File: src/rtl/ee_cmd_pkg.sv
// Constants shared by both ends of the serial EEPROM command link.
// Assumes one clock, clk, and a synchronous active-low reset, rstn.
package ee_cmd_pkg;

  // ----------------------------------------------------------------
  // Control byte layout
  // ----------------------------------------------------------------
  localparam int CTL_OP = 0;
  localparam int CTL_USA = 1;
  localparam int CTL_NACK = 3;
  localparam int CTL_FERR = 5;
  localparam int CTL_RSV_LO = 6;
  localparam int CTL_RSV_HI = 7;

  // ----------------------------------------------------------------
  // Field order after the command code and optional count
  // ----------------------------------------------------------------
  localparam logic [2:0] F_CTRL = 3'h0;
  localparam logic [2:0] F_ADDR = 3'h1;
  localparam logic [2:0] F_LO = 3'h2;
  localparam logic [2:0] F_HI = 3'h3;
  localparam logic [2:0] F_DATA = 3'h4;
  localparam logic [2:0] WR_FIELDS = 3'h5;
  localparam logic [2:0] RD_FIELDS = 3'h4;
  localparam logic [2:0] RSP_LAST = 3'h5;
  localparam logic [7:0] RSP_COUNT = 8'h05;
  // Command code value; the encoding is arbitrary here.
  localparam logic [7:0] CMD_CODE_EE = 8'h00;

  // ----------------------------------------------------------------
  // Host register map and bits
  // ----------------------------------------------------------------
  localparam int ADDR_W = 8;
  localparam logic [7:0] REG_CTRL = 8'h00;
  localparam logic [7:0] REG_TARGET = 8'h04;
  localparam logic [7:0] REG_WDATA = 8'h08;
  localparam logic [7:0] REG_GO = 8'h0C;
  localparam logic [7:0] REG_RESULT = 8'h10;
  localparam logic [7:0] REG_STATUS = 8'h14;
  localparam logic [7:0] REG_MASK = 8'h18;
  localparam int CTRL_BLOCK = 8;
  localparam int GO_START = 0;
  localparam int GO_READBACK = 1;
  localparam int RES_BUSY = 16;
  localparam int ST_DONE = 0;
  localparam int ST_REFUSED = 1;
  localparam int ST_ERROR = 2;
  localparam int ST_W = 3;
  localparam logic [5:0] CTRL_WMASK = 6'h3F;

endpackage : ee_cmd_pkg

File: src/rtl/ee_link_if.sv
// Byte-level link between the SMBus host end and the EEPROM command end.
// Assumes both ends run on the same clock; every signal is a flop output.
interface ee_link_if;
  // Host to device: one byte per cycle while h_valid is high.
  logic h_valid;
  logic h_first;
  logic h_last;
  logic h_block;
  logic [7:0] h_byte;
  logic h_rd;
  // Device to host.
  logic d_ack;
  logic d_claimed;
  logic d_busy;
  logic r_valid;
  logic r_last;
  logic [7:0] r_byte;

  modport dev_end(input h_valid, h_first, h_last, h_block, h_byte, h_rd,
                  output d_ack, d_claimed, d_busy, r_valid, r_last, r_byte);
  modport host_end(output h_valid, h_first, h_last, h_block, h_byte, h_rd,
                   input d_ack, d_claimed, d_busy, r_valid, r_last, r_byte);
endinterface : ee_link_if

File: src/rtl/ee_cmd_host.sv
// Host end: an APB register block that builds EEPROM command frames,
// sends them over the link and collects the reply.
// Assumes an APB master on the user side and the device end on the link.
module ee_cmd_host (
  // Clock and reset
  input wire logic clk,
  input wire logic rstn,
  // APB slave
  input wire logic psel,
  input wire logic penable,
  input wire logic pwrite,
  input wire logic [ee_cmd_pkg::ADDR_W-1:0] paddr,
  input wire logic [31:0] pwdata,
  output logic [31:0] prdata,
  output logic pready,
  output logic pslverr,
  // Interrupt
  output logic irq,
  // Link
  ee_link_if.host_end link
);
  import ee_cmd_pkg::*;

  // ----------------------------------------------------------------
  // State
  // ----------------------------------------------------------------
  typedef enum logic [2:0] {H_IDLE, H_PRE, H_SEND, H_ACK, H_WAIT, H_RECV} hstate_t;

  typedef struct packed {
    hstate_t st;
    logic readback;
    logic [5:0] ctrl;
    logic blk;
    logic [7:0] bus_addr;
    logic [15:0] off;
    logic [7:0] wdata;
    logic [7:0] rdata;
    logic [7:0] rctl;
    logic [ST_W-1:0] sts;
    logic [ST_W-1:0] mask;
    logic irq;
    logic pready;
    logic pslverr;
    logic [31:0] prdata;
    logic [2:0] idx;
    logic hv;
    logic hf;
    logic hl;
    logic hb;
    logic [7:0] hbyte;
    logic hrd;
  } host_t;

  host_t s;
  host_t next_s;

  // ----------------------------------------------------------------
  // Frame bytes: code, optional count, control, address, offset, data
  // ----------------------------------------------------------------
  function automatic logic [7:0] tx_byte(input host_t v, input logic [2:0] i);
    logic [7:0] b;
    logic [2:0] f;
    logic [2:0] n;
    b = CMD_CODE_EE;
    n = v.ctrl[CTL_OP] ? RD_FIELDS : WR_FIELDS;
    f = i - (v.blk ? 3'h2 : 3'h1);
    if (i == 3'h0) begin
      b = CMD_CODE_EE;
    end else if (v.blk && i == 3'h1) begin
      b = {5'h00, n};
    end else if (f == F_CTRL) begin
      b = {2'b00, v.ctrl};
    end else if (f == F_ADDR) begin
      b = {v.bus_addr[7:1], 1'b0};
    end else if (f == F_LO) begin
      b = v.off[7:0];
    end else if (f == F_HI) begin
      b = v.off[15:8];
    end else begin
      b = v.wdata;
    end
    return b;
  endfunction : tx_byte

  function automatic logic [2:0] last_idx(input host_t v);
    logic [2:0] n;
    n = v.ctrl[CTL_OP] ? RD_FIELDS : WR_FIELDS;
    return n + (v.blk ? 3'h1 : 3'h0);
  endfunction : last_idx

  // ----------------------------------------------------------------
  // Next state
  // ----------------------------------------------------------------
  always_comb begin
    logic wr;
    logic [ST_W-1:0] set;
    logic [ST_W-1:0] clr;
    logic [7:0] a;
    wr = psel && penable && s.pready && pwrite;
    set = '0;
    clr = '0;
    a = paddr;
    next_s = s;
    next_s.pready = 1'b0;
    next_s.pslverr = 1'b0;
    next_s.hrd = 1'b0;

    // Register read data is prepared in the setup cycle.
    if (psel && !penable) begin
      next_s.pready = 1'b1;
      next_s.prdata = 32'h0000_0000;
      if (a == REG_CTRL) begin
        next_s.prdata = {23'h000000, s.blk, 2'b00, s.ctrl};
      end else if (a == REG_TARGET) begin
        next_s.prdata = {8'h00, s.off, s.bus_addr};
      end else if (a == REG_WDATA) begin
        next_s.prdata = {24'h000000, s.wdata};
      end else if (a == REG_GO) begin
        next_s.prdata = 32'h0000_0000;
      end else if (a == REG_RESULT) begin
        next_s.prdata = {15'h0000, s.st != H_IDLE, s.rctl, s.rdata};
      end else if (a == REG_STATUS) begin
        next_s.prdata = {29'h00000000, s.sts};
      end else if (a == REG_MASK) begin
        next_s.prdata = {29'h00000000, s.mask};
      end else begin
        next_s.pslverr = 1'b1;
      end
    end

    if (wr) begin
      if (a == REG_CTRL) begin
        next_s.ctrl = pwdata[5:0] & CTRL_WMASK;
        next_s.blk = pwdata[CTRL_BLOCK];
      end else if (a == REG_TARGET) begin
        next_s.bus_addr = pwdata[7:0];
        next_s.off = pwdata[23:8];
      end else if (a == REG_WDATA) begin
        next_s.wdata = pwdata[7:0];
      end else if (a == REG_GO && s.st == H_IDLE) begin
        if (pwdata[GO_START]) begin
          next_s.st = H_PRE;
          next_s.readback = 1'b0;
        end else if (pwdata[GO_READBACK]) begin
          next_s.st = H_WAIT;
          next_s.readback = 1'b1;
        end
      end else if (a == REG_STATUS) begin
        clr = pwdata[ST_W-1:0];
      end else if (a == REG_MASK) begin
        next_s.mask = pwdata[ST_W-1:0];
      end
    end

    case (s.st)
      H_IDLE: begin
      end
      H_PRE: begin
        if (!link.d_busy) begin
          next_s.st = H_SEND;
          next_s.idx = 3'h0;
          next_s.hv = 1'b1;
          next_s.hf = 1'b1;
          next_s.hl = 1'b0;
          next_s.hb = s.blk;
          next_s.hbyte = tx_byte(s, 3'h0);
        end
      end
      H_SEND: begin
        if (s.hl) begin
          next_s.hv = 1'b0;
          next_s.hl = 1'b0;
          next_s.st = H_ACK;
        end else begin
          next_s.idx = s.idx + 3'h1;
          next_s.hf = 1'b0;
          next_s.hl = (next_s.idx == last_idx(s));
          next_s.hbyte = tx_byte(s, next_s.idx);
        end
      end
      H_ACK: begin
        if (link.d_ack) begin
          if (!link.d_claimed) begin
            set[ST_REFUSED] = 1'b1;
            set[ST_DONE] = 1'b1;
            next_s.st = H_IDLE;
          end else if (s.ctrl[CTL_OP]) begin
            next_s.st = H_WAIT;
          end else begin
            set[ST_DONE] = 1'b1;
            next_s.st = H_IDLE;
          end
        end
      end
      H_WAIT: begin
        if (!link.d_busy) begin
          next_s.hrd = 1'b1;
          next_s.idx = 3'h0;
          next_s.st = H_RECV;
        end
      end
      H_RECV: begin
        if (link.r_valid) begin
          next_s.idx = s.idx + 3'h1;
          if (s.idx == 3'h1) begin
            next_s.rctl = link.r_byte;
          end
          if (link.r_last) begin
            next_s.rdata = link.r_byte;
            set[ST_DONE] = 1'b1;
            set[ST_ERROR] = s.rctl[CTL_NACK] | s.rctl[CTL_FERR];
            next_s.st = H_IDLE;
          end
        end
      end
      default: begin
        next_s.st = H_IDLE;
      end
    endcase

    // Sticky status: a set in the same cycle as a clear wins.
    next_s.sts = (s.sts & ~clr) | set;
    next_s.irq = |(next_s.sts & next_s.mask);
  end

  // ----------------------------------------------------------------
  // Register
  // ----------------------------------------------------------------
  always_ff @(posedge clk) begin
    if (!rstn) begin
      s <= '0;
    end else begin
      s <= next_s;
    end
  end

  // ----------------------------------------------------------------
  // Outputs
  // ----------------------------------------------------------------
  assign prdata = s.prdata;
  assign pready = s.pready;
  assign pslverr = s.pslverr;
  assign irq = s.irq;
  assign link.h_valid = s.hv;
  assign link.h_first = s.hf;
  assign link.h_last = s.hl;
  assign link.h_block = s.hb;
  assign link.h_byte = s.hbyte;
  assign link.h_rd = s.hrd;

endmodule : ee_cmd_host

File: src/flat_wrapper.sv
// flat-port wrapper written by rule: the top's interface ports become plain ports
module ee_cmd_host_flat import ee_cmd_pkg::*;
  (clk, rstn, psel, penable, pwrite, paddr, pwdata, prdata, pready, pslverr, irq, link_h_valid, link_h_first, link_h_last, link_h_block, link_h_byte, link_h_rd, link_d_ack, link_d_claimed, link_d_busy, link_r_valid, link_r_last, link_r_byte);
  ee_link_if link_i ();
  input wire logic clk;
  input wire logic rstn;
  input wire logic psel;
  input wire logic penable;
  input wire logic pwrite;
  input wire logic [ee_cmd_pkg::ADDR_W-1:0] paddr;
  input wire logic [31:0] pwdata;
  output logic [31:0] prdata;
  output logic pready;
  output logic pslverr;
  output logic irq;
  output wire logic [$bits(link_i.h_valid)-1:0] link_h_valid;
  output wire logic [$bits(link_i.h_first)-1:0] link_h_first;
  output wire logic [$bits(link_i.h_last)-1:0] link_h_last;
  output wire logic [$bits(link_i.h_block)-1:0] link_h_block;
  output wire logic [$bits(link_i.h_byte)-1:0] link_h_byte;
  output wire logic [$bits(link_i.h_rd)-1:0] link_h_rd;
  input wire logic [$bits(link_i.d_ack)-1:0] link_d_ack;
  input wire logic [$bits(link_i.d_claimed)-1:0] link_d_claimed;
  input wire logic [$bits(link_i.d_busy)-1:0] link_d_busy;
  input wire logic [$bits(link_i.r_valid)-1:0] link_r_valid;
  input wire logic [$bits(link_i.r_last)-1:0] link_r_last;
  input wire logic [$bits(link_i.r_byte)-1:0] link_r_byte;
  assign link_h_valid = link_i.h_valid;
  assign link_h_first = link_i.h_first;
  assign link_h_last = link_i.h_last;
  assign link_h_block = link_i.h_block;
  assign link_h_byte = link_i.h_byte;
  assign link_h_rd = link_i.h_rd;
  assign link_i.d_ack = link_d_ack;
  assign link_i.d_claimed = link_d_claimed;
  assign link_i.d_busy = link_d_busy;
  assign link_i.r_valid = link_r_valid;
  assign link_i.r_last = link_r_last;
  assign link_i.r_byte = link_r_byte;
  ee_cmd_host u_core (.clk(clk), .rstn(rstn), .psel(psel), .penable(penable), .pwrite(pwrite), .paddr(paddr), .pwdata(pwdata), .prdata(prdata), .pready(pready), .pslverr(pslverr), .irq(irq), .link(link_i));
endmodule
File: config.mk
export PLATFORM = sky130hd
export DESIGN_NAME = ee_cmd_host_flat
export DESIGN_NICKNAME = d
export VERILOG_FILES = /design/src/rtl/ee_cmd_pkg.sv /design/src/rtl/ee_link_if.sv /design/src/rtl/ee_cmd_host.sv /design/src/flat_wrapper.sv
export SDC_FILE = /design/constraint.sdc
export NUM_CORES = 1
export LEC_CHECK = 0
export BUFFER_PORTS_ARGS = -buffer_cell sky130_fd_sc_hd__buf_2
export CORE_MARGIN = 4
export CORE_UTILIZATION = 55
export CTS_CLUSTER_SIZE = 10
export DETAILED_ROUTE_END_ITERATION = 8
export HOLD_SLACK_MARGIN = 0.03
export PLACE_DENSITY = 0.81
export SLEW_MARGIN = 20
export SYNTH_ARGS = -nofsm -noshare
export SYNTH_HDL_FRONTEND = slang
export SYNTH_SLANG_ARGS = --single-unit
File: constraint.sdc
create_clock -name clk -period 3.45 [get_ports clk]
set_clock_uncertainty 0.05 [all_clocks]
set_input_delay 0.69 -clock clk [delete_from_list [all_inputs] [get_ports clk]]
set_output_delay 0.69 -clock clk [all_outputs]
set_load 0.03 [all_outputs]
==> results.txt <==
clock-pin slew on the worst setup and hold paths - 0.11 ns
Rel. slew slack - 41.65%
fin cells - 790
TritonCTS clock tree - done
# diodes - 0
via count - 4618
Multi-input gate area - 2594 um2
post-CTS setup buffer count - 0
top-area cell type share of the netlist area - 40.94%
sequential cell area - 2142 um2
RSZ-0062 raised after global routing - false
maxcap violations - 0
worst min path class - flop to flop
mean cell area of the mapped netlist - 8.453 um2
DRT iter0 DRCs - 352
Fillers - 785
Post-DP HPWL - 9612 um
max reg flops - 67
IO buf count - 89
Max VDD drop - 0.2577 mV
crit end category - flop
nets - 721
period utilization - 87.57%
H-Tree Depth - 3
Post-Syn Area - 5233 um2
largest net degree at the start of global routing - 42
# setup viols final - 0
total routed wirelength - 13300 um
ANT nets after route - 0
Post-synth EDFFs - 0
GRT overflow - 0
post-layout util - 61.45%
cts repair resizes - 0
maximum fanout along the worst path - 12
wire per inst - 16.84 um
drt via density - 5.846
num rows - 35
GPL Wtd Cong - 0.8998
Worst Tran Pin Value - 0.8753 ns
die height - 105.5 um
Worst setup SP type - flop
worst skew pair latency - 0.38 ns
Static Leak - 2.335 nW
layout cells sized above 1 - 19.36%
Boundary Pins - 106
Slew Viols, Final - 0
Critical Path AT - 3.29 ns
worst-case clock buffer depth - 2
synth cell count leaders - dfxtp_1, nand2_1, a21oi_1
required time of the critical path - 3.72 ns
first-pass GRT wire length - 21270 um
DRC Markers - 0
starting density of the core - 56.63%
Final min period - 3.021 ns
count leader, synth - dfxtp_1
register area share after synthesis - 40.94%
Setup TNS - 0 ns
Sink Count - 107
Initial DRT Pass Iterations - 5
Hold Vio Cnt, Final - 0
total global routing track utilization - 23.68%
via count of the first global-routing pass - 4385
Yosys cell types - 63
maximum clock rate - 331.0 MHz
Async S/R FF share, synth - 0%
initial antenna violation count - 0
PwrDens - 394.9 nW/um2
status - complete, no violations
cell count after synthesis - 619
die span in x - 105.5 um
Clock Root Buffer - clkbuf_8
total CTS buffers - 9
yosys warns - 0
die area - 11140 um2
dpl cells - 774
crit path kind - flop to flop
Design Power - 2.242 mW
top cell type by total area after synthesis - dfxtp_1
top post-synthesis cells by area - dfxtp_1, mux2i_1, nand2_1
Top reg by flops - u_core.s
Seq cells post-synth - 107
Synth Flop Type - dfxtp_1
core area - 9240 um2
cts hold-fix bufs - 0
Area Overhead vs Synth - 8.513%
stage by stage:
step	setup slack [ns]	hold slack (ns)	instance area [um2]
floorplan	0.7525	0.3823	5259
global placement	0.5603	0.3896	5459
detailed placement	0.4936	0.3939	5459
CTS	0.4455	0.4094	5678
global route	0.2250	0.4314	5678
finish	0.4289	0.4056	5678
logic make-up (layout without fill, tap and decap cells):
kind of cell	Yosys count	count (layout)	synth area share, %
and+or+nand+nor	223	223	20.49
AOI/OAI and AO/OA	143	143	17.19
DFF	107	107	40.94
buffers and inverters	91	126	10.04
muxes	43	43	8.489
adders and majority gates	7	7	1.817
xor gates and xnor gates	4	4	0.9565
other	1	8	0.07167
final timing paths:
kind	from	to	slack, ns	cells past startpoint
setup / recovery	u_core.s[13]	u_core.link.h_byte[5]	0.43	9
hold reg to reg	u_core.link.h_byte[7]	u_core.link.h_byte[7]	0.41	2
setup reg to reg	u_core.s[13]	u_core.link.h_byte[5]	0.43	9
hold / removal	u_core.link.h_byte[7]	u_core.link.h_byte[7]	0.41	2
placed cells by master (no fill, tap or decap), types with 2 or more instances in the layout:
cell        n
a211o_1     3
a211oi_1    2
a21boi_0    4
a21o_1      2
a21oi_1    60
a221oi_1   10
a22o_1      2
a22oi_1     8
a311oi_1    3
a31oi_1     5
a32oi_1     3
and2_1      4
buf_2      89
buf_4      10
clkbuf_8   10
conb_1      8
dfxtp_1   107
ha_1        6
inv_1      10
inv_6       3
mux2i_1    41
nand2_1    92
nand2b_1    9
nand3_1    21
nor2_1     51
nor2b_1     6
nor3_1     15
nor3b_1     4
nor4_1      3
nor4_4      2
o211ai_1    3
o21a_1      3
o21ai_0    26
or2_2       2
or4_1       2
xnor2_1     2
layer usage:
layer	up-vias	wire, um	global-route usage (%)
met5	-	0	0
met4	0	258	8.048
met3	22	1037	3.919
met2	193	6229	38.62
met1	2209	5776	31.92
li1	2194	-	-
area by class of cell:
cell class | instances | area share (%)
repair buffers | 99 | 9.167
well taps | 129 | 2.843
clock inverters | 6 | 1.432
inverters | 11 | 0.7272
clock buffers | 10 | 2.424
flip-flops and latches | 107 | 37.73
multi-input cells | 428 | 45.68
worst max-delay path, cell delays in order (launching register included):
cell and delay (ns):
dfxtp_1 0.51, inv_1 0.08, ha_1 0.33, inv_1 0.07
fa_1 0.53, xor3_1 0.44, a2111oi_2 0.62, nand2_1 0.09
o21ai_0 0.09, a221o_1 0.13
power by group:
group	internal (mW)	switching (mW)	leakage, nW	total [mW]
sequential	1.25	0.00680	0.865	1.25
combinational	0.0491	0.114	1.36	0.163
clock	0.371	0.455	0.111	0.826
total	1.67	0.576	2.33	2.24
No activity file was read; power rests on OpenSTA's default activity.
